$ cat src/nibble_dram_defs.svh
// Timing, geometry and init constants for the nibble DRAM controller
`ifndef NIBBLE_DRAM_DEFS_SVH
`define NIBBLE_DRAM_DEFS_SVH

// Controller clock period in ns (250 MHz)
`define CLK_NS          4
// Least time rounds up, longest rounds down, never below one cycle
`define CYC_UP(ns)      ((((ns) + `CLK_NS - 1) / `CLK_NS) > 0 ? \
                         (((ns) + `CLK_NS - 1) / `CLK_NS) : 1)
`define CYC_DN(ns)      (((ns) / `CLK_NS) > 0 ? ((ns) / `CLK_NS) : 1)

// Geometry
`define ROW_BITS        11
`define COL_BITS        11
`define ADDR_BITS       22
`define REF_ROWS        1024
`define REF_ROW_BITS    10
`define INIT_CYCLES     8
`define WAIT_BITS       16
`define RAS_CNT_BITS    8
`define SYNC_LAT        3

// Power-up pause and refresh period, in ns
`define T_PAUSE_NS      200000
`define T_REF_NS        16400000

// Speed grade timing set in ns; swap these to serve another grade
`define T_RP            65
`define T_RC            155
`define T_RAH           12
`define T_ROW_COL       22
`define T_ROW_ACC       80
`define T_COL_ACC       25
`define T_COL_WR_DLY    25
`define T_ROW_WR_DLY    80
`define T_COL_LEAD      20
`define T_ROW_LEAD      25
`define T_CBR_SETUP     0
`define T_CHR           15
`define T_NCP           15
`define T_NIB_ACC       45

`endif

$ cat src/nibble_dram_pkg.sv
// Types shared by the nibble DRAM controller files
package nibble_dram_pkg;

	typedef enum logic [1:0] {
		OP_READ  = 2'h0,
		OP_WRITE = 2'h1,
		OP_RMW   = 2'h2
	} op_type;

	// User request; nib_len is the number of extra nibble beats (0..3)
	typedef struct packed {
		op_type       op;
		logic [21:0]  addr;
		logic [3:0]   wdata;
		logic [1:0]   nib_len;
	} req_type;

	// Strobes, address and data toward the memory pins
	typedef struct packed {
		logic         ras_n;
		logic         cas_n;
		logic         we_n;
		logic [10:0]  addr;
		logic         din;
	} pins_type;

	typedef enum logic [11:0] {
		ST_PAUSE   = 12'h001,
		ST_IDLE    = 12'h002,
		ST_ROW     = 12'h004,
		ST_COLADR  = 12'h008,
		ST_CAS     = 12'h010,
		ST_WR      = 12'h020,
		ST_NIB_PRE = 12'h040,
		ST_END     = 12'h080,
		ST_PRE     = 12'h100,
		ST_CBR     = 12'h200,
		ST_REF_ACT = 12'h400,
		ST_HID_PRE = 12'h800
	} state_type;

endpackage

$ cat src/nibble_dram_sync.sv
// Three-stage synchroniser that passes a level once two stages agree
`timescale 1ns/1ps
`include "nibble_dram_defs.svh"

module nibble_dram_sync (
	// Clock and control
	input  wire logic sys_clk_i,
	input  wire logic rst_i,
	input  wire logic ce_i,
	// Asynchronous level in, clean level out
	input  wire logic async_i,
	output logic      sync_o
);

	logic meta_q;
	logic stage2_q;
	logic stage3_q;

	always_ff @(posedge sys_clk_i) begin
		if (rst_i) begin
			meta_q   <= 1'b0;
			stage2_q <= 1'b0;
			stage3_q <= 1'b0;
		end else if (ce_i) begin
			meta_q   <= async_i;
			stage2_q <= meta_q;
			stage3_q <= stage2_q;
		end
	end

	// Only the settled stages are compared, never the first one
	always_ff @(posedge sys_clk_i) begin
		if (rst_i) begin
			sync_o <= 1'b0;
		end else if (ce_i && (stage2_q == stage3_q)) begin
			sync_o <= stage3_q;
		end
	end

endmodule

$ cat src/nibble_dram_ctrl.sv
// Host-side cycle controller for a 4M x 1 nibble-mode DRAM
//
// How it works
// - Hold strobes high 200 us after reset, then eight refresh cycles.
// - Internal-counter mode uses eight column-before-row cycles for wake-up.
// - One refresh per row interval covers 1024 rows every 16.4 ms.
// - Read keeps both strobes low, write strobe high, row then column.
// - Write strobe stays high until after both strobes rise in reads.
// - Delayed-style write keeps write-to-strobe and address lead times.
// - Row-only refresh holds row strobe low, column strobe high.
// - Column-before-row refresh lowers column strobe first, write high.
// - Eleven row bits then eleven column bits on the shared pins.
`timescale 1ns/1ps
`include "nibble_dram_defs.svh"

module nibble_dram_ctrl #(
	parameter int unsigned INIT_PAUSE_CYC = `CYC_UP(`T_PAUSE_NS),
	parameter bit          USE_CBR        = 1'b1
) (
	// Clock, reset, enable
	input  wire logic                      sys_clk_i,
	input  wire logic                      rst_i,
	input  wire logic                      ce_i,
	// Request port
	input  wire logic                      req_valid_i,
	input  wire nibble_dram_pkg::req_type  req_i,
	output logic                           req_ready_o,
	// Read data beats and init done flag
	output logic                           rd_valid_o,
	output logic                           rd_data_o,
	output logic                           init_done_o,
	// Memory pins
	output nibble_dram_pkg::pins_type      pins_o,
	input  wire logic                      dout_i
);

	localparam int unsigned RAS_MIN = `CYC_UP(`T_RC - `T_RP);
	localparam int unsigned RD_RAS  = `CYC_UP(`T_ROW_ACC) + `SYNC_LAT;
	localparam int unsigned RD_CAS  = `CYC_UP(`T_COL_ACC) + `SYNC_LAT;
	localparam int unsigned NIB_RD  = `CYC_UP(`T_NIB_ACC - `T_NCP) + `SYNC_LAT;
	localparam int unsigned WR_HOLD = `CYC_UP(`T_ROW_LEAD > `T_COL_LEAD ?
	                                          `T_ROW_LEAD : `T_COL_LEAD);
	localparam int unsigned REF_CYC = `CYC_DN(`T_REF_NS / `REF_ROWS);

	nibble_dram_pkg::state_type state_q;
	nibble_dram_pkg::req_type   cmd_q;
	logic [`WAIT_BITS-1:0]      wait_q;
	logic [`RAS_CNT_BITS-1:0]   ras_cnt_q;
	logic [`WAIT_BITS-1:0]      ref_tmr_q;
	logic                       ref_pend_q;
	logic [`REF_ROW_BITS-1:0]   ref_row_q;
	logic [3:0]                 init_cnt_q;
	logic [1:0]                 beats_q;
	logic                       dout_sync;
	logic                       ref_start;
	logic                       wait_done;
	logic                       ras_ok;

	nibble_dram_sync u_dout_sync (
		.sys_clk_i (sys_clk_i),
		.rst_i     (rst_i),
		.ce_i      (ce_i),
		.async_i   (dout_i),
		.sync_o    (dout_sync)
	);

	assign wait_done   = (wait_q == '0);
	assign ras_ok      = (ras_cnt_q >= `RAS_CNT_BITS'(RAS_MIN));
	assign req_ready_o = (state_q == nibble_dram_pkg::ST_IDLE) &&
	                     init_done_o && !ref_pend_q;
	// Refresh (or init cycle) begins from idle, or hidden after a read
	assign ref_start   = ((state_q == nibble_dram_pkg::ST_IDLE) &&
	                      (ref_pend_q || !init_done_o)) ||
	                     ((state_q == nibble_dram_pkg::ST_HID_PRE) &&
	                      wait_done);

	// Row interval timer; a new tick beats a clear in the same cycle
	always_ff @(posedge sys_clk_i) begin
		if (rst_i) begin
			ref_tmr_q  <= '0;
			ref_pend_q <= 1'b0;
		end else if (ce_i && init_done_o) begin
			if (ref_tmr_q == `WAIT_BITS'(REF_CYC - 1)) begin
				ref_tmr_q  <= '0;
				ref_pend_q <= 1'b1;
			end else begin
				ref_tmr_q <= ref_tmr_q + 1'b1;
				if (ref_start) begin
					ref_pend_q <= 1'b0;
				end
			end
		end
	end

	// Row strobe low-time counter, saturating
	always_ff @(posedge sys_clk_i) begin
		if (rst_i) begin
			ras_cnt_q <= '0;
		end else if (ce_i) begin
			if (pins_o.ras_n) begin
				ras_cnt_q <= '0;
			end else if (ras_cnt_q != '1) begin
				ras_cnt_q <= ras_cnt_q + 1'b1;
			end
		end
	end

	// Main cycle sequencer: strobes, address, data and waits
	always_ff @(posedge sys_clk_i) begin
		if (rst_i) begin
			state_q     <= nibble_dram_pkg::ST_PAUSE;
			pins_o      <= '{ras_n: 1'b1, cas_n: 1'b1, we_n: 1'b1,
			                 addr: '0, din: 1'b0};
			wait_q      <= `WAIT_BITS'(INIT_PAUSE_CYC);
			cmd_q       <= '0;
			beats_q     <= '0;
			init_cnt_q  <= '0;
			init_done_o <= 1'b0;
			ref_row_q   <= '0;
			rd_valid_o  <= 1'b0;
			rd_data_o   <= 1'b0;
		end else if (ce_i) begin
			rd_valid_o <= 1'b0;
			if (!wait_done) begin
				wait_q <= wait_q - 1'b1;
			end
			case (state_q)
			nibble_dram_pkg::ST_PAUSE: begin
				if (wait_done) begin
					state_q <= nibble_dram_pkg::ST_IDLE;
				end
			end
			nibble_dram_pkg::ST_IDLE: begin
				if (ref_start) begin
					if (USE_CBR) begin
						pins_o.cas_n <= 1'b0;
						pins_o.we_n  <= 1'b1;
						wait_q       <= `WAIT_BITS'(`CYC_UP(`T_CBR_SETUP));
						state_q      <= nibble_dram_pkg::ST_CBR;
					end else begin
						pins_o.addr  <= {1'b0, ref_row_q};
						pins_o.ras_n <= 1'b0;
						ref_row_q    <= ref_row_q + 1'b1;
						state_q      <= nibble_dram_pkg::ST_REF_ACT;
					end
				end else if (req_valid_i) begin
					cmd_q        <= req_i;
					beats_q      <= req_i.nib_len;
					// Row half of the address first
					pins_o.addr  <= req_i.addr[`ADDR_BITS-1:`COL_BITS];
					pins_o.ras_n <= 1'b0;
					// Early write: write strobe low well ahead
					pins_o.we_n  <= (req_i.op != nibble_dram_pkg::OP_WRITE);
					pins_o.din   <= req_i.wdata[0];
					wait_q       <= `WAIT_BITS'(`CYC_UP(`T_RAH));
					state_q      <= nibble_dram_pkg::ST_ROW;
				end
			end
			nibble_dram_pkg::ST_ROW: begin
				if (wait_done) begin
					pins_o.addr <= cmd_q.addr[`COL_BITS-1:0];
					wait_q      <= `WAIT_BITS'(`CYC_UP(`T_ROW_COL - `T_RAH));
					state_q     <= nibble_dram_pkg::ST_COLADR;
				end
			end
			nibble_dram_pkg::ST_COLADR: begin
				if (wait_done) begin
					pins_o.cas_n <= 1'b0;
					wait_q <= (cmd_q.op == nibble_dram_pkg::OP_WRITE) ?
					          `WAIT_BITS'(WR_HOLD) : `WAIT_BITS'(RD_CAS);
					state_q <= nibble_dram_pkg::ST_CAS;
				end
			end
			nibble_dram_pkg::ST_CAS: begin
				if (cmd_q.op == nibble_dram_pkg::OP_WRITE) begin
					if (wait_done) begin
						state_q <= (beats_q != '0) ?
						           nibble_dram_pkg::ST_NIB_PRE :
						           nibble_dram_pkg::ST_END;
						wait_q  <= `WAIT_BITS'(`CYC_UP(`T_NCP));
					end
				end else if (wait_done &&
				             ras_cnt_q >= `RAS_CNT_BITS'(RD_RAS)) begin
					// Sampled while column strobe is still low
					rd_data_o  <= dout_sync;
					rd_valid_o <= 1'b1;
					if (cmd_q.op == nibble_dram_pkg::OP_RMW) begin
						// Read done, so column/row-to-write delays met
						pins_o.we_n <= 1'b0;
						wait_q      <= `WAIT_BITS'(WR_HOLD);
						state_q     <= nibble_dram_pkg::ST_WR;
					end else begin
						wait_q  <= `WAIT_BITS'(`CYC_UP(`T_NCP));
						state_q <= (beats_q != '0) ?
						           nibble_dram_pkg::ST_NIB_PRE :
						           nibble_dram_pkg::ST_END;
					end
				end
			end
			nibble_dram_pkg::ST_WR: begin
				if (wait_done) begin
					wait_q  <= `WAIT_BITS'(`CYC_UP(`T_NCP));
					state_q <= (beats_q != '0) ?
					           nibble_dram_pkg::ST_NIB_PRE :
					           nibble_dram_pkg::ST_END;
				end
			end
			nibble_dram_pkg::ST_NIB_PRE: begin
				// Rising column strobe steps the column
				pins_o.cas_n <= 1'b1;
				if (cmd_q.op == nibble_dram_pkg::OP_RMW) begin
					pins_o.we_n <= 1'b1;
				end
				if (wait_done && pins_o.cas_n) begin
					beats_q      <= beats_q - 1'b1;
					pins_o.din   <= cmd_q.wdata[2'(cmd_q.nib_len -
					                               beats_q + 1'b1)];
					pins_o.cas_n <= 1'b0;
					wait_q <= (cmd_q.op == nibble_dram_pkg::OP_WRITE) ?
					          `WAIT_BITS'(WR_HOLD) : `WAIT_BITS'(NIB_RD);
					state_q <= nibble_dram_pkg::ST_CAS;
				end
			end
			nibble_dram_pkg::ST_END: begin
				if (ref_pend_q && USE_CBR &&
				    cmd_q.op == nibble_dram_pkg::OP_READ && ras_ok) begin
					// Column strobe stays low so the read data holds
					pins_o.ras_n <= 1'b1;
					wait_q       <= `WAIT_BITS'(`CYC_UP(`T_RP));
					state_q      <= nibble_dram_pkg::ST_HID_PRE;
				end else begin
					pins_o.cas_n <= 1'b1;
					if (ras_ok && pins_o.cas_n) begin
						pins_o.ras_n <= 1'b1;
						wait_q       <= `WAIT_BITS'(`CYC_UP(`T_RP));
						state_q      <= nibble_dram_pkg::ST_PRE;
					end
				end
			end
			nibble_dram_pkg::ST_PRE: begin
				// Write strobe rises here with row strobe high; RMW nibble beats raise it earlier in ST_NIB_PRE
				pins_o.we_n <= 1'b1;
				if (wait_done) begin
					state_q <= nibble_dram_pkg::ST_IDLE;
				end
			end
			nibble_dram_pkg::ST_HID_PRE: begin
				if (wait_done) begin
					pins_o.ras_n <= 1'b0;
					state_q      <= nibble_dram_pkg::ST_REF_ACT;
				end
			end
			nibble_dram_pkg::ST_CBR: begin
				if (wait_done) begin
					pins_o.ras_n <= 1'b0;
					state_q      <= nibble_dram_pkg::ST_REF_ACT;
				end
			end
			nibble_dram_pkg::ST_REF_ACT: begin
				// Low time covers column hold after row strobe too
				if (ras_ok) begin
					pins_o.ras_n <= 1'b1;
					pins_o.cas_n <= 1'b1;
					wait_q       <= `WAIT_BITS'(`CYC_UP(`T_RP));
					state_q      <= nibble_dram_pkg::ST_PRE;
					if (!init_done_o) begin
						init_cnt_q <= init_cnt_q + 1'b1;
						if (init_cnt_q == 4'(`INIT_CYCLES - 1)) begin
							init_done_o <= 1'b1;
						end
					end
				end
			end
			default: begin
				state_q <= nibble_dram_pkg::ST_IDLE;
			end
			endcase
		end
	end

endmodule

$ cat config.mk
export PLATFORM = sky130hd
export DESIGN_NAME = nibble_dram_ctrl
export DESIGN_NICKNAME = d
export VERILOG_FILES = /design/src/nibble_dram_pkg.sv /design/src/nibble_dram_sync.sv /design/src/nibble_dram_ctrl.sv
export VERILOG_INCLUDE_DIRS = /design/src
export SDC_FILE = /design/constraint.sdc
export NUM_CORES = 1
export LEC_CHECK = 0
export ABC_CLOCK_PERIOD_IN_PS = 3400
export BUFFER_PORTS_ARGS = -buffer_cell sky130_fd_sc_hd__buf_4
export CAP_MARGIN = 20
export CORE_MARGIN = 4
export CORE_UTILIZATION = 45
export CTS_CLUSTER_SIZE = 28
export DETAILED_ROUTE_END_ITERATION = 10
export PLACE_DENSITY = 0.68
export SYNTH_ARGS = -nofsm -noshare
export SYNTH_HDL_FRONTEND = slang
export SYNTH_SLANG_ARGS = --single-unit
$ cat constraint.sdc
create_clock -name sys_clk_i -period 3.4 [get_ports sys_clk_i]
set_clock_uncertainty 0.05 [all_clocks]
set_input_delay 0 -clock sys_clk_i [delete_from_list [all_inputs] [get_ports sys_clk_i]]
set_output_delay 0 -clock sys_clk_i [all_outputs]
set_load 0.01 [all_outputs]
==> impl_table.tex, run 1 <==
\begin{tabular}{lr}
\hline
Metric & Value \\
\hline
\multicolumn{2}{l}{\textbf{CTS}} \\
\quad Clock latency on the worst-skew pair & 0.35 ns \\
\quad Number of buffers created by CTS & 9 \\
\quad TritonCTS clock tree & done \\
\quad TritonCTS sink count & 100 \\
\quad Total number of H-tree levels & 3 \\
\quad Library cell used as clock root buffer & sky130\_fd\_sc\_hd\_\_clkbuf\_16 \\
\quad Clock transition at the registers of the reported paths & 0.07 ns \\
\quad Maximum count of clock buffers along a single path & 2 \\
\multicolumn{2}{l}{\textbf{Critical path}} \\
\quad Arrival time at the worst endpoint & 3.32 ns \\
\quad Type of the setup path with the least slack & reg -> reg \\
\quad Required time of the critical path & 3.61 ns \\
\quad Critical-path maximum fanout & 30 \\
\quad Startpoint type of the worst setup path & register \\
\quad Kind of capture point of the worst setup path & register \\
\multicolumn{2}{l}{\textbf{Drt}} \\
\quad Aggregate routed wire length & 15.0 mm \\
\quad TritonRoute pass-1 iters & 5 \\
\quad DRC errors left & 0 \\
\quad Post-detailed-route count of antenna-violating nets & 0 \\
\quad Detail-routed via count per cell & 5.91 \\
\quad DR iter-0 viols & 367 \\
\quad Overall via count from detail\_route & 5236 \\
\quad DR WL/cell & 16.9 µm \\
\multicolumn{2}{l}{\textbf{Logic synthesis}} \\
\quad Post-synth net total & 714 \\
\quad Cell area after synthesis & 5450 µm² \\
\quad Part of the Yosys area used for sequential elements & 36.7\% \\
\quad Mux share of post-synthesis cell area & 2.43\% \\
\quad Area fraction of the dominant cell type after synthesis & 36.7\% \\
\quad Number of storage elements in the synthesis netlist & 100 \\
\quad Xor-xnor portion of the synthesized cell area & 5.14\% \\
\quad Primary flip-flop cell chosen by synthesis mapping & sky130\_fd\_sc\_hd\_\_dfxtp\_1 \\
\quad Distinct cell type count of the synthesized netlist & 76 \\
\quad Asr flop ratio synth & 0\% \\
\quad Yosys warning total & 0 \\
\quad Cell type contributing the most total cell area after synthesis & sky130\_fd\_sc\_hd\_\_dfxtp\_1 \\
\quad EDFF count, synth & 0 \\
\quad Main combinational cell family by area after synthesis & simple AND/OR/NAND/NOR gates \\
\quad Syn Area/Cell & 8.14 µm² \\
\quad Simple-gate area share of the yosys netlist & 30.2\% \\
\quad Post-synthesis compound-gate area fraction & 19.0\% \\
\quad Adder and majority cell fraction of the synthesized area & 2.30\% \\
\quad Cell count after synthesis & 669 \\
\quad Top cells by area, synth & sky130\_fd\_sc\_hd\_\_dfxtp\_1 (37\%), sky130\_fd\_sc\_hd\_\_nor2\_1 (6.3\%), sky130\_fd\_sc\_hd\_\_nand2\_1 (4.3\%) \\
\multicolumn{2}{l}{\textbf{Final layout}} \\
\quad Post-route cell area & 6550 µm² \\
\quad Layout overhead on the synthesized area & 20.3\% \\
\quad Diodes inserted & 0 \\
\quad Fraction of final layout cells sized beyond drive strength 1 & 14.5\% \\
\quad Number of fillers in the final layout & 1053 \\
\quad Layout net count & 783 \\
\multicolumn{2}{l}{\textbf{Floorplanning}} \\
\quad Core outline area & 11600 µm² \\
\quad Effective utilization at floorplan & 46.9\% \\
\quad Height of the chip & 118 µm \\
\quad Floorplan die area & 13900 µm² \\
\quad Row count & 39 \\
\quad Number of ports placed on the die boundary & 54 \\
\quad Die X & 118 µm \\
\multicolumn{2}{l}{\textbf{Placed design}} \\
\quad Worst slack after detailed placement & 0.0276 ns \\
\quad Estimated wirelength of the detail-placed design & 10.5 mm \\
\quad I/O Buffers & 53 \\
\quad Final weighted congestion in routability-driven placement & 0.969 \\
\quad Dpl cell area & 5960 µm² \\
\multicolumn{2}{l}{\textbf{STA}} \\
\quad RSZ-0062 raised after global routing & false \\
\quad Slew @ Worst Pin & 0.800 ns \\
\quad Maximum operating frequency & 322 MHz \\
\quad Final critical-path required period & 3.11 ns \\
\quad Fin. max-slew vios & 0 \\
\quad Worst setup margin & 0.292 ns \\
\quad Max\_slew headroom & 46.4\% \\
\quad Final period utilization & 91.4\% \\
\quad Final Hold Vio Count & 0 \\
\quad Final count of negative-setup-slack endpoints & 0 \\
\quad Sum Neg Setup Slack & 0 ns \\
\multicolumn{2}{l}{\textbf{GRT}} \\
\quad Number of global-route vias before repair & 5062 \\
\quad Total Routing Usage GR & 21.8\% \\
\quad Antenna violations before repair & 0 \\
\quad Global-route wire length before repair & 25.2 mm \\
\quad Total global routing overflow & 0 \\
\quad Pin count of the biggest net entering global routing & 58 \\
\multicolumn{2}{l}{\textbf{Run status}} \\
\quad Status & finished clean \\
\multicolumn{2}{l}{\textbf{Pwr}} \\
\quad Post-layout power & 2490 µW \\
\quad Largest vdd supply drop & 251 µV \\
\quad Leakage dissipation & 0.00246 µW \\
\quad Power per cell area & 380 nW/µm² \\
\multicolumn{2}{l}{\textbf{Job}} \\
\quad Number of max-capacitance violations reported & 0 \\
\multicolumn{2}{l}{\textbf{Worst hold path}} \\
\quad Path category of the worst min-delay check & in -> reg \\
\hline
\end{tabular}
[sequential cells by signal, indices dropped and copies added (netlist names)]
register,flops
cmd_q,19
ref_tmr_q,16
wait_q,16
pins_o,15
state_q,12
ras_cnt_q,8
init_cnt_q,4
beats_q,2
init_done_o,1
rd_data_o,1
rd_valid_o,1
ref_pend_q,1
u_dout_sync.meta_q,1
u_dout_sync.stage2_q,1
u_dout_sync.stage3_q,1
u_dout_sync.sync_o,1
[routing by layer]
layer	wire length, µm	global-route usage (%)
met2	6860	34.8
met5	0	0
met4	425	8.79
met1	6500	28.2
met3	1200	5.53
[synthesized netlist by cell type, types with 3 or more instances]
master	number
sky130_fd_sc_hd__and2_1	5
sky130_fd_sc_hd__nor2_1	92
sky130_fd_sc_hd__buf_2	8
sky130_fd_sc_hd__dfxtp_1	100
sky130_fd_sc_hd__o21ai_0	25
sky130_fd_sc_hd__xor2_1	18
sky130_fd_sc_hd__a211oi_1	13
sky130_fd_sc_hd__a21o_1	4
sky130_fd_sc_hd__clkbuf_1	24
sky130_fd_sc_hd__ha_1	10
sky130_fd_sc_hd__nand2_1	63
sky130_fd_sc_hd__nor4b_1	3
sky130_fd_sc_hd__buf_4	5
sky130_fd_sc_hd__a32oi_1	6
sky130_fd_sc_hd__nand4b_1	3
sky130_fd_sc_hd__a21oi_1	41
sky130_fd_sc_hd__inv_1	11
sky130_fd_sc_hd__nand4_1	15
sky130_fd_sc_hd__a211o_1	5
sky130_fd_sc_hd__nor2b_1	9
sky130_fd_sc_hd__a22oi_1	15
sky130_fd_sc_hd__nand3_1	44
sky130_fd_sc_hd__or3_1	7
sky130_fd_sc_hd__nor3b_1	6
sky130_fd_sc_hd__nand3b_1	4
sky130_fd_sc_hd__mux2i_1	11
sky130_fd_sc_hd__nor3_1	23
sky130_fd_sc_hd__and3_1	9
sky130_fd_sc_hd__xnor2_1	14
sky130_fd_sc_hd__nor4_1	10
sky130_fd_sc_hd__nand2b_1	6
[final timing paths]
kind             start    endpoint  cells after the start  slack, ns
max          wait_q[0]  state_q[5]                      9       0.29
min          req_i[21]   pins_o[5]                      3      0.008
max reg2reg  wait_q[0]  state_q[5]                      9       0.29
min reg2reg   cmd_q[6]    cmd_q[6]                      2       0.41
[placed cells by master (no fill, tap or decap), types with 14 or more instances in the layout]
master | netlist | layout
sky130_fd_sc_hd__a21oi_1 | 41 | 41
sky130_fd_sc_hd__a22oi_1 | 15 | 15
sky130_fd_sc_hd__buf_4 | 5 | 69
sky130_fd_sc_hd__dfxtp_1 | 100 | 100
sky130_fd_sc_hd__dlygate4sd3_1 | 0 | 29
sky130_fd_sc_hd__nand2_1 | 63 | 63
sky130_fd_sc_hd__nand3_1 | 44 | 44
sky130_fd_sc_hd__nand4_1 | 15 | 15
sky130_fd_sc_hd__nor2_1 | 92 | 92
sky130_fd_sc_hd__nor3_1 | 23 | 23
sky130_fd_sc_hd__o21ai_0 | 25 | 25
sky130_fd_sc_hd__xnor2_1 | 14 | 14
sky130_fd_sc_hd__xor2_1 | 18 | 18
[report_power, final]
group / internal [µW] / switching [µW] / total, µW
Sequential: 1180 / 19.0 / 1200
Clock: 592 / 453 / 1050
Combinational: 113 / 131 / 244
[per-stage QoR]
stage / utilization [%] / hold slack (ns) / instances
2_1_floorplan: - / 0.0939 / 669
3_3_place_gp: 51.3 / 0.192 / 841
3_5_place_dp: 51.3 / 0.200 / 841
4_1_cts: 56.4 / 0.00105 / 886
5_1_grt: 56.4 / 0.0223 / 886
6_report: 56.4 / 0.00766 / 886
[repair_timing]
item | CTS | global route
gates resized for setup | 0 | 1
buffers inserted | 0 | 0
endpoints found under the setup margin | 0 | 26
endpoints found under the hold margin | 40 | 0
hold buffers | 29 | 0
[final cells by class]
cell class	instances	area [µm²]	share of cell area, %
sequential	100	2000	30.6
multi-input combinational	518	3220	49.1
clock buffer	11	243	3.71
clock inverter	5	58.8	0.898
tap	143	179	2.73
inverter	11	41.3	0.630
timing repair buffer	98	808	12.3
[kinds of logic (layout without fill, tap and decap cells)]
group,Yosys count,count (layout)
xor+xnor,32,32
flops,100,100
buf+inv,51,125
compound gates,147,147
mux,12,12
simple gates,317,317
fa+ha+maj,10,10
[critical path: stages, from the launching register on]
cell and delay, ns:
sky130_fd_sc_hd__dfxtp_1 0.35, sky130_fd_sc_hd__inv_1 0.15, sky130_fd_sc_hd__ha_1 0.18, sky130_fd_sc_hd__nor3b_1 0.40
sky130_fd_sc_hd__and2_1 0.33, sky130_fd_sc_hd__nand2_4 0.12, sky130_fd_sc_hd__a2111oi_4 0.37, sky130_fd_sc_hd__and2_2 0.59
sky130_fd_sc_hd__a32oi_1 0.19, sky130_fd_sc_hd__a211oi_1 0.28
Note: power is estimated with default switching activity, not from simulation.
==> run 2, diff against run 1 <==
--- a/config.mk
+++ b/config.mk
@@ -6,7 +6,7 @@
 export SDC_FILE = /design/constraint.sdc
 export NUM_CORES = 1
 export LEC_CHECK = 0
-export ABC_CLOCK_PERIOD_IN_PS = 3400
+export ABC_CLOCK_PERIOD_IN_PS = 3600
 export BUFFER_PORTS_ARGS = -buffer_cell sky130_fd_sc_hd__buf_4
 export CAP_MARGIN = 20
 export CORE_MARGIN = 4
==> constraint.sdc (replaced) <==
create_clock -name sys_clk_i -period 3.6 [get_ports sys_clk_i]
set_clock_uncertainty 0.05 [all_clocks]
set_input_delay 0 -clock sys_clk_i [delete_from_list [all_inputs] [get_ports sys_clk_i]]
set_output_delay 0 -clock sys_clk_i [all_outputs]
set_load 0.01 [all_outputs]
==> run 2 against run 1 <==
  * Die area did not move
  * Register-to-register slack better by 0.30 ns
  * Design area decreased by 0.78%
  * Hold slack improved by 0.0069 ns
  * Sequential power decreased by 5%
  * Wire length shrank 0.31%
  * Count of clock-buffer cells in the layout is 1 lower
  * Utilization shrank 0.44 points
  * Worst setup slack improved by 0.30 ns
  * Combinational power is 8% lower
  * Fmax rose by 3.2%
  * Sequential share of layout area up 0.24 points
  * Critical path type unchanged
  * Largest power group unchanged
==> impl_table.tex, run 2 (synthesis results as in run 1) <==
\begin{tabular}{lr}
\hline
Metric & Value \\
\hline
\multicolumn{2}{l}{\textbf{Worst hold path}} \\
\quad Path category of the worst min-delay check & in -> reg \\
\multicolumn{2}{l}{\textbf{Floorplanning}} \\
\quad Row count & 39 \\
\quad Floorplan die area & 13900 µm² \\
\quad Die X & 118 µm \\
\quad Effective utilization at floorplan & 46.9\% \\
\quad Height of the chip & 118 µm \\
\quad Core outline area & 11600 µm² \\
\quad Number of ports placed on the die boundary & 54 \\
\multicolumn{2}{l}{\textbf{STA}} \\
\quad Final critical-path required period & 3.01 ns \\
\quad Fin. max-slew vios & 0 \\
\quad RSZ-0062 raised after global routing & false \\
\quad Max\_slew headroom & 36.6\% \\
\quad Sum Neg Setup Slack & 0 ns \\
\quad Worst setup margin & 0.587 ns \\
\quad Worst Hold Margin & 0.0146 ns \\
\quad Maximum operating frequency & 332 MHz \\
\quad Final Hold Vio Count & 0 \\
\quad Slew @ Worst Pin & 0.942 ns \\
\quad Final count of negative-setup-slack endpoints & 0 \\
\quad Final period utilization & 83.7\% \\
\multicolumn{2}{l}{\textbf{Final layout}} \\
\quad Flip-flop count of the largest register, all copies and words added & 19 \\
\quad Final Instance Count excl. Fillers & 882 \\
\quad Registers with the highest flip-flop counts & cmd\_q x19, ref\_tmr\_q x16, wait\_q x16 \\
\quad Layout net count & 779 \\
\quad Diodes inserted & 0 \\
\quad Top register by number of flip-flops & cmd\_q \\
\quad Layout overhead on the synthesized area & 19.3\% \\
\quad Commonest non-fill, non-tap cell in the layout & sky130\_fd\_sc\_hd\_\_dfxtp\_1 \\
\quad Fraction of final layout cells sized beyond drive strength 1 & 14.1\% \\
\quad Most frequent cells in the layout & sky130\_fd\_sc\_hd\_\_dfxtp\_1 (100), sky130\_fd\_sc\_hd\_\_nor2\_1 (92), sky130\_fd\_sc\_hd\_\_buf\_4 (65), sky130\_fd\_sc\_hd\_\_nand2\_1 (63), sky130\_fd\_sc\_hd\_\_nand3\_1 (44) \\
\multicolumn{2}{l}{\textbf{Pwr}} \\
\quad Power per cell area & 353 nW/µm² \\
\quad Largest vdd supply drop & 336 µV \\
\quad Leakage dissipation & 0.00244 µW \\
\multicolumn{2}{l}{\textbf{Critical path}} \\
\quad Critical-path maximum fanout & 30 \\
\quad Type of the setup path with the least slack & reg -> reg \\
\quad Startpoint type of the worst setup path & register \\
\quad Kind of capture point of the worst setup path & register \\
\quad Arrival time at the worst endpoint & 3.22 ns \\
\quad Required time of the critical path & 3.80 ns \\
\multicolumn{2}{l}{\textbf{Placed design}} \\
\quad Estimated wirelength of the detail-placed design & 10.4 mm \\
\quad Final weighted congestion in routability-driven placement & 0.953 \\
\quad I/O Buffers & 53 \\
\quad Worst slack after detailed placement & 0.267 ns \\
\quad Number of cells after detailed placement & 837 \\
\multicolumn{2}{l}{\textbf{Drt}} \\
\quad Post-detailed-route count of antenna-violating nets & 0 \\
\quad Aggregate routed wire length & 14.9 mm \\
\quad DR WL/cell & 16.9 µm \\
\quad Detail-routed via count per cell & 5.93 \\
\quad DRC errors left & 0 \\
\quad Overall via count from detail\_route & 5228 \\
\quad TritonRoute pass-1 iters & 5 \\
\quad DR iter-0 viols & 318 \\
\multicolumn{2}{l}{\textbf{CTS}} \\
\quad TritonCTS sink count & 100 \\
\quad Maximum count of clock buffers along a single path & 2 \\
\quad Clock latency on the worst-skew pair & 0.35 ns \\
\quad TritonCTS clock tree & done \\
\quad Library cell used as clock root buffer & sky130\_fd\_sc\_hd\_\_clkbuf\_16 \\
\quad Total number of H-tree levels & 3 \\
\quad Post CTS Setup Buffer Count & 0 \\
\quad Number of buffers created by CTS & 9 \\
\quad Clock transition at the registers of the reported paths & 0.07 ns \\
\multicolumn{2}{l}{\textbf{GRT}} \\
\quad Pin count of the biggest net entering global routing & 72 \\
\quad Total Routing Usage GR & 21.6\% \\
\quad Number of global-route vias before repair & 5160 \\
\quad Total global routing overflow & 0 \\
\quad Global-route wire length before repair & 24.9 mm \\
\quad Antenna violations before repair & 0 \\
\multicolumn{2}{l}{\textbf{Job}} \\
\quad Number of max-capacitance violations reported & 0 \\
\multicolumn{2}{l}{\textbf{Run status}} \\
\quad Status & finished clean \\
\hline
\end{tabular}
==> run 2: per-stage QoR <==
stage | utilization, % | power [µW] | instance area, µm²
after floorplan | - | 1290 | 5450
after global placement | 51.0 | 1360 | 5930
after detailed placement | 51.0 | 1360 | 5930
after CTS | 56.0 | 2310 | 6500
after global routing | 56.0 | 2390 | 6500
final | 56.0 | 2290 | 6500
==> run 2: power by group <==
group / internal (µW) / total, µW / switching [µW]
Combinational: 103 / 225 / 122
Sequential: 1120 / 1140 / 20.7
Clock: 482 / 931 / 449
Total: 1700 / 2290 / 592
==> run 2: timing repair <==
| action | 4_1_cts | 5_1_grt |
|---|---|---|
| endpoints found under the hold margin | 32 | 0 |
| gates resized for setup | 0 | 1 |
| setup endpoints to repair | 0 | 1 |
| hold buffers | 29 | 0 |
==> run 2: worst max-delay path, stage by stage, from the launching register on <==
cell and delay (ns):
sky130_fd_sc_hd__dfxtp_1 0.36, sky130_fd_sc_hd__inv_1 0.16, sky130_fd_sc_hd__ha_1 0.16, sky130_fd_sc_hd__nor3b_1 0.35, sky130_fd_sc_hd__and2_1 0.31, sky130_fd_sc_hd__a32oi_1 0.13
sky130_fd_sc_hd__a2111oi_4 0.37, sky130_fd_sc_hd__and2_2 0.60, sky130_fd_sc_hd__o21ai_1 0.14, sky130_fd_sc_hd__a221oi_1 0.27
==> run 2: final timing paths <==
check,startpoint,cells after the start,slack [ns],endpoint
worst max-delay path,wait_q[0],9,0.59,state_q[8]
worst min-delay path,req_i[23],3,0.01,pins_o[7]
worst max register to register,wait_q[0],9,0.59,state_q[8]
worst min register to register,cmd_q[2],2,0.41,cmd_q[2]
==> run 2: layer usage <==
metal / vias up / track usage [%] / part of all wire, %
met5: - / 0 / 0
met3: 33 / 5.38 / 6.2
li1: 2567 / - / -
met2: 175 / 35.9 / 47
met1: 2453 / 26.7 / 44
met4: 0 / 8.64 / 2.7
==> run 2: layout make-up <==
type / instances / area, µm²
Multi-Input combinational cell: 518 / 3220
Sequential cell: 100 / 2000
Tap cell: 143 / 179
Clock buffer: 10 / 229
Fill cell: 1067 / 5110
Inverter: 11 / 41.3
Clock inverter: 6 / 51.3
Timing Repair Buffer: 94 / 778
==> run 3, diff against run 2 <==
--- a/config.mk
+++ b/config.mk
@@ -6,7 +6,7 @@
 export SDC_FILE = /design/constraint.sdc
 export NUM_CORES = 1
 export LEC_CHECK = 0
-export ABC_CLOCK_PERIOD_IN_PS = 3600
+export ABC_CLOCK_PERIOD_IN_PS = 2800
 export BUFFER_PORTS_ARGS = -buffer_cell sky130_fd_sc_hd__buf_4
 export CAP_MARGIN = 20
 export CORE_MARGIN = 4
==> constraint.sdc (replaced) <==
create_clock -name sys_clk_i -period 2.8 [get_ports sys_clk_i]
set_clock_uncertainty 0.05 [all_clocks]
set_input_delay 0 -clock sys_clk_i [delete_from_list [all_inputs] [get_ports sys_clk_i]]
set_output_delay 0 -clock sys_clk_i [all_outputs]
set_load 0.01 [all_outputs]
==> run 3 against run 2 <==
  * Worst setup slack worse by 0.48 ns
  * Count of clock-buffer cells in the layout unchanged
  * First-iteration DRC count is 43% higher
  * Fmax is 12% higher
  * Critical path type unchanged
  * Sequential share of layout area is 1.8 points lower
  * Critical path depth down 1
  * Register-to-register slack worse by 0.48 ns
  * Hold slack improved by 0.018 ns
  * Die area unchanged
  * Sequential power rose by 28%
==> impl_table.tex, run 3 (synthesis results as in run 1) <==
\begin{tabular}{lr}
\hline
Metric & Value \\
\hline
\multicolumn{2}{l}{\textbf{Worst hold path}} \\
\quad Path category of the worst min-delay check & in -> reg \\
\multicolumn{2}{l}{\textbf{Drt}} \\
\quad DRC errors left & 0 \\
\quad DR WL/cell & 17.5 µm \\
\quad TritonRoute pass-1 iters & 5 \\
\quad Detail-routed via count per cell & 5.97 \\
\quad Overall via count from detail\_route & 5555 \\
\quad Post-detailed-route count of antenna-violating nets & 0 \\
\quad Aggregate routed wire length & 16.2 mm \\
\quad DR iter-0 viols & 455 \\
\multicolumn{2}{l}{\textbf{Critical path}} \\
\quad Startpoint type of the worst setup path & register \\
\quad Critical-path maximum fanout & 22 \\
\quad Kind of capture point of the worst setup path & register \\
\quad Arrival time at the worst endpoint & 2.91 ns \\
\quad Critical path buffer and inverter count & 1 \\
\quad CP max-delay cell & sky130\_fd\_sc\_hd\_\_or4\_4 \\
\quad Required time of the critical path & 3.02 ns \\
\quad Cells along the critical path & or4\_4 -> or3\_1 -> nor2\_2 -> nand3\_1 -> a21oi\_2 -> buf\_4 -> nor2\_1 -> a211oi\_1 \\
\quad CP max stage delay & 0.57 ns \\
\quad Cell family with the largest share of critical-path delay & simple AND/OR/NAND/NOR gates \\
\quad Type of the setup path with the least slack & reg -> reg \\
\multicolumn{2}{l}{\textbf{STA}} \\
\quad Maximum operating frequency & 372 MHz \\
\quad Final count of negative-setup-slack endpoints & 0 \\
\quad Final period utilization & 96.0\% \\
\quad Worst setup margin & 0.111 ns \\
\quad Final Hold Vio Count & 0 \\
\quad Fin. max-slew vios & 0 \\
\quad Final critical-path required period & 2.69 ns \\
\quad Sum Neg Setup Slack & 0 ns \\
\quad Slew @ Worst Pin & 0.566 ns \\
\quad Max\_slew headroom & 62.2\% \\
\multicolumn{2}{l}{\textbf{CTS}} \\
\quad Clock transition at the registers of the reported paths & 0.07 ns \\
\quad Maximum count of clock buffers along a single path & 2 \\
\quad Total number of H-tree levels & 3 \\
\quad TritonCTS sink count & 100 \\
\quad Clock latency on the worst-skew pair & 0.36 ns \\
\quad Number of buffers created by CTS & 9 \\
\quad Library cell used as clock root buffer & sky130\_fd\_sc\_hd\_\_clkbuf\_16 \\
\quad TritonCTS clock tree & done \\
\multicolumn{2}{l}{\textbf{Floorplanning}} \\
\quad Effective utilization at floorplan & 46.9\% \\
\quad Core outline area & 11600 µm² \\
\quad Die X & 118 µm \\
\quad Row count & 39 \\
\quad Number of ports placed on the die boundary & 54 \\
\quad Height of the chip & 118 µm \\
\quad Floorplan die area & 13900 µm² \\
\multicolumn{2}{l}{\textbf{GRT}} \\
\quad Total global routing overflow & 0 \\
\quad Global routing usage on met1 & 28.7\% \\
\quad Total Routing Usage GR & 23.0\% \\
\quad Pin count of the biggest net entering global routing & 48 \\
\quad Global-route wire length before repair & 26.4 mm \\
\quad Routing usage on met2 & 38.8\% \\
\quad Number of global-route vias before repair & 5370 \\
\quad Routing layer with the top usage in global route & met2 \\
\quad Met3 track utilization from global routing & 4.85\% \\
\quad Antenna violations before repair & 0 \\
\multicolumn{2}{l}{\textbf{Run status}} \\
\quad Status & finished clean \\
\multicolumn{2}{l}{\textbf{Placed design}} \\
\quad Final weighted congestion in routability-driven placement & 1.02 \\
\quad Estimated wirelength of the detail-placed design & 11.2 mm \\
\quad I/O Buffers & 53 \\
\quad Worst slack after detailed placement & 0.115 ns \\
\multicolumn{2}{l}{\textbf{Final layout}} \\
\quad Fraction of final layout cells sized beyond drive strength 1 & 19.6\% \\
\quad Most frequent cells in the layout & sky130\_fd\_sc\_hd\_\_buf\_4 (108), sky130\_fd\_sc\_hd\_\_dfxtp\_1 (100), sky130\_fd\_sc\_hd\_\_nor2\_1 (91), sky130\_fd\_sc\_hd\_\_nand2\_1 (63), sky130\_fd\_sc\_hd\_\_nand3\_1 (44) \\
\quad Top register by number of flip-flops & cmd\_q \\
\quad Diodes inserted & 0 \\
\quad Registers with the highest flip-flop counts & cmd\_q x19, ref\_tmr\_q x16, wait\_q x16 \\
\quad Layout overhead on the synthesized area & 26.9\% \\
\quad Layout net count & 827 \\
\quad Flip-flop count of the largest register, all copies and words added & 19 \\
\quad Commonest non-fill, non-tap cell in the layout & sky130\_fd\_sc\_hd\_\_buf\_4 \\
\multicolumn{2}{l}{\textbf{Pwr}} \\
\quad Leakage dissipation & 0.00270 µW \\
\quad Largest vdd supply drop & 428 µV \\
\quad Power per cell area & 438 nW/µm² \\
\multicolumn{2}{l}{\textbf{Job}} \\
\quad Number of max-capacitance violations reported & 0 \\
\hline
\end{tabular}
-- run 3: worst register-to-register path, delay by kind of cell, from the launching register on --
family	cells	cell delay, ns
and+or+nand+nor	5	1.54
AOI/OAI and AO/OA	2	0.39
DFF	1	0.34
buffers and inverters	1	0.28
-- run 3: metal layers --
metal	share of wire [%]	wire length [µm]
met2	48	7790
met5	0	0
met1	42	6790
met4	3.2	512
met3	7.1	1150
-- run 3: stage by stage --
stage	power, µW	utilization (%)	area, µm²	hold slack [ns]	cells
global placement	1770	53.9	6260	0.193	879
CTS	3040	59.1	6870	0.00597	927
global route	3140	59.5	6910	0.0981	930
floorplan	1660	-	5450	0.0939	669
finish	3030	59.5	6910	0.0328	930
detailed placement	1770	53.9	6260	0.201	879
-- run 3: worst paths after layout --
check | startpoint | endpoint | slack, ns | cells past startpoint
worst max-delay path | wait_q[10] | pins_o[9] | 0.11 | 8
worst max register to register | wait_q[10] | pins_o[9] | 0.11 | 8
worst min-delay path | req_i[22] | pins_o[6] | 0.03 | 3
worst min register to register | cmd_q[9] | cmd_q[9] | 0.41 | 2
-- run 3: final cells by class --
| type | count | area, µm² |
|---|---|---|
| inverters | 11 | 41.3 |
| well taps | 143 | 179 |
| flip-flops and latches | 100 | 2000 |
| fillers | 1030 | 4700 |
| multi-input cells | 518 | 3240 |
| clock buffers | 10 | 239 |
| repair buffers | 142 | 1160 |
| clock inverters | 6 | 51.3 |
-- run 3: power by group --
part | total, µW | internal [µW] | switching (µW)
Clock | 1240 | 645 | 594
Combinational | 336 | 158 | 178
Sequential | 1460 | 1440 | 19.3
-- run 3: timing repair --
item | 4_1_cts | 5_1_grt
setup endpoints to repair | 0 | 41
gates resized for setup | 0 | 7
hold buffers | 32 | 0
buffers inserted | 0 | 3
hold endpoints to repair | 41 | 0
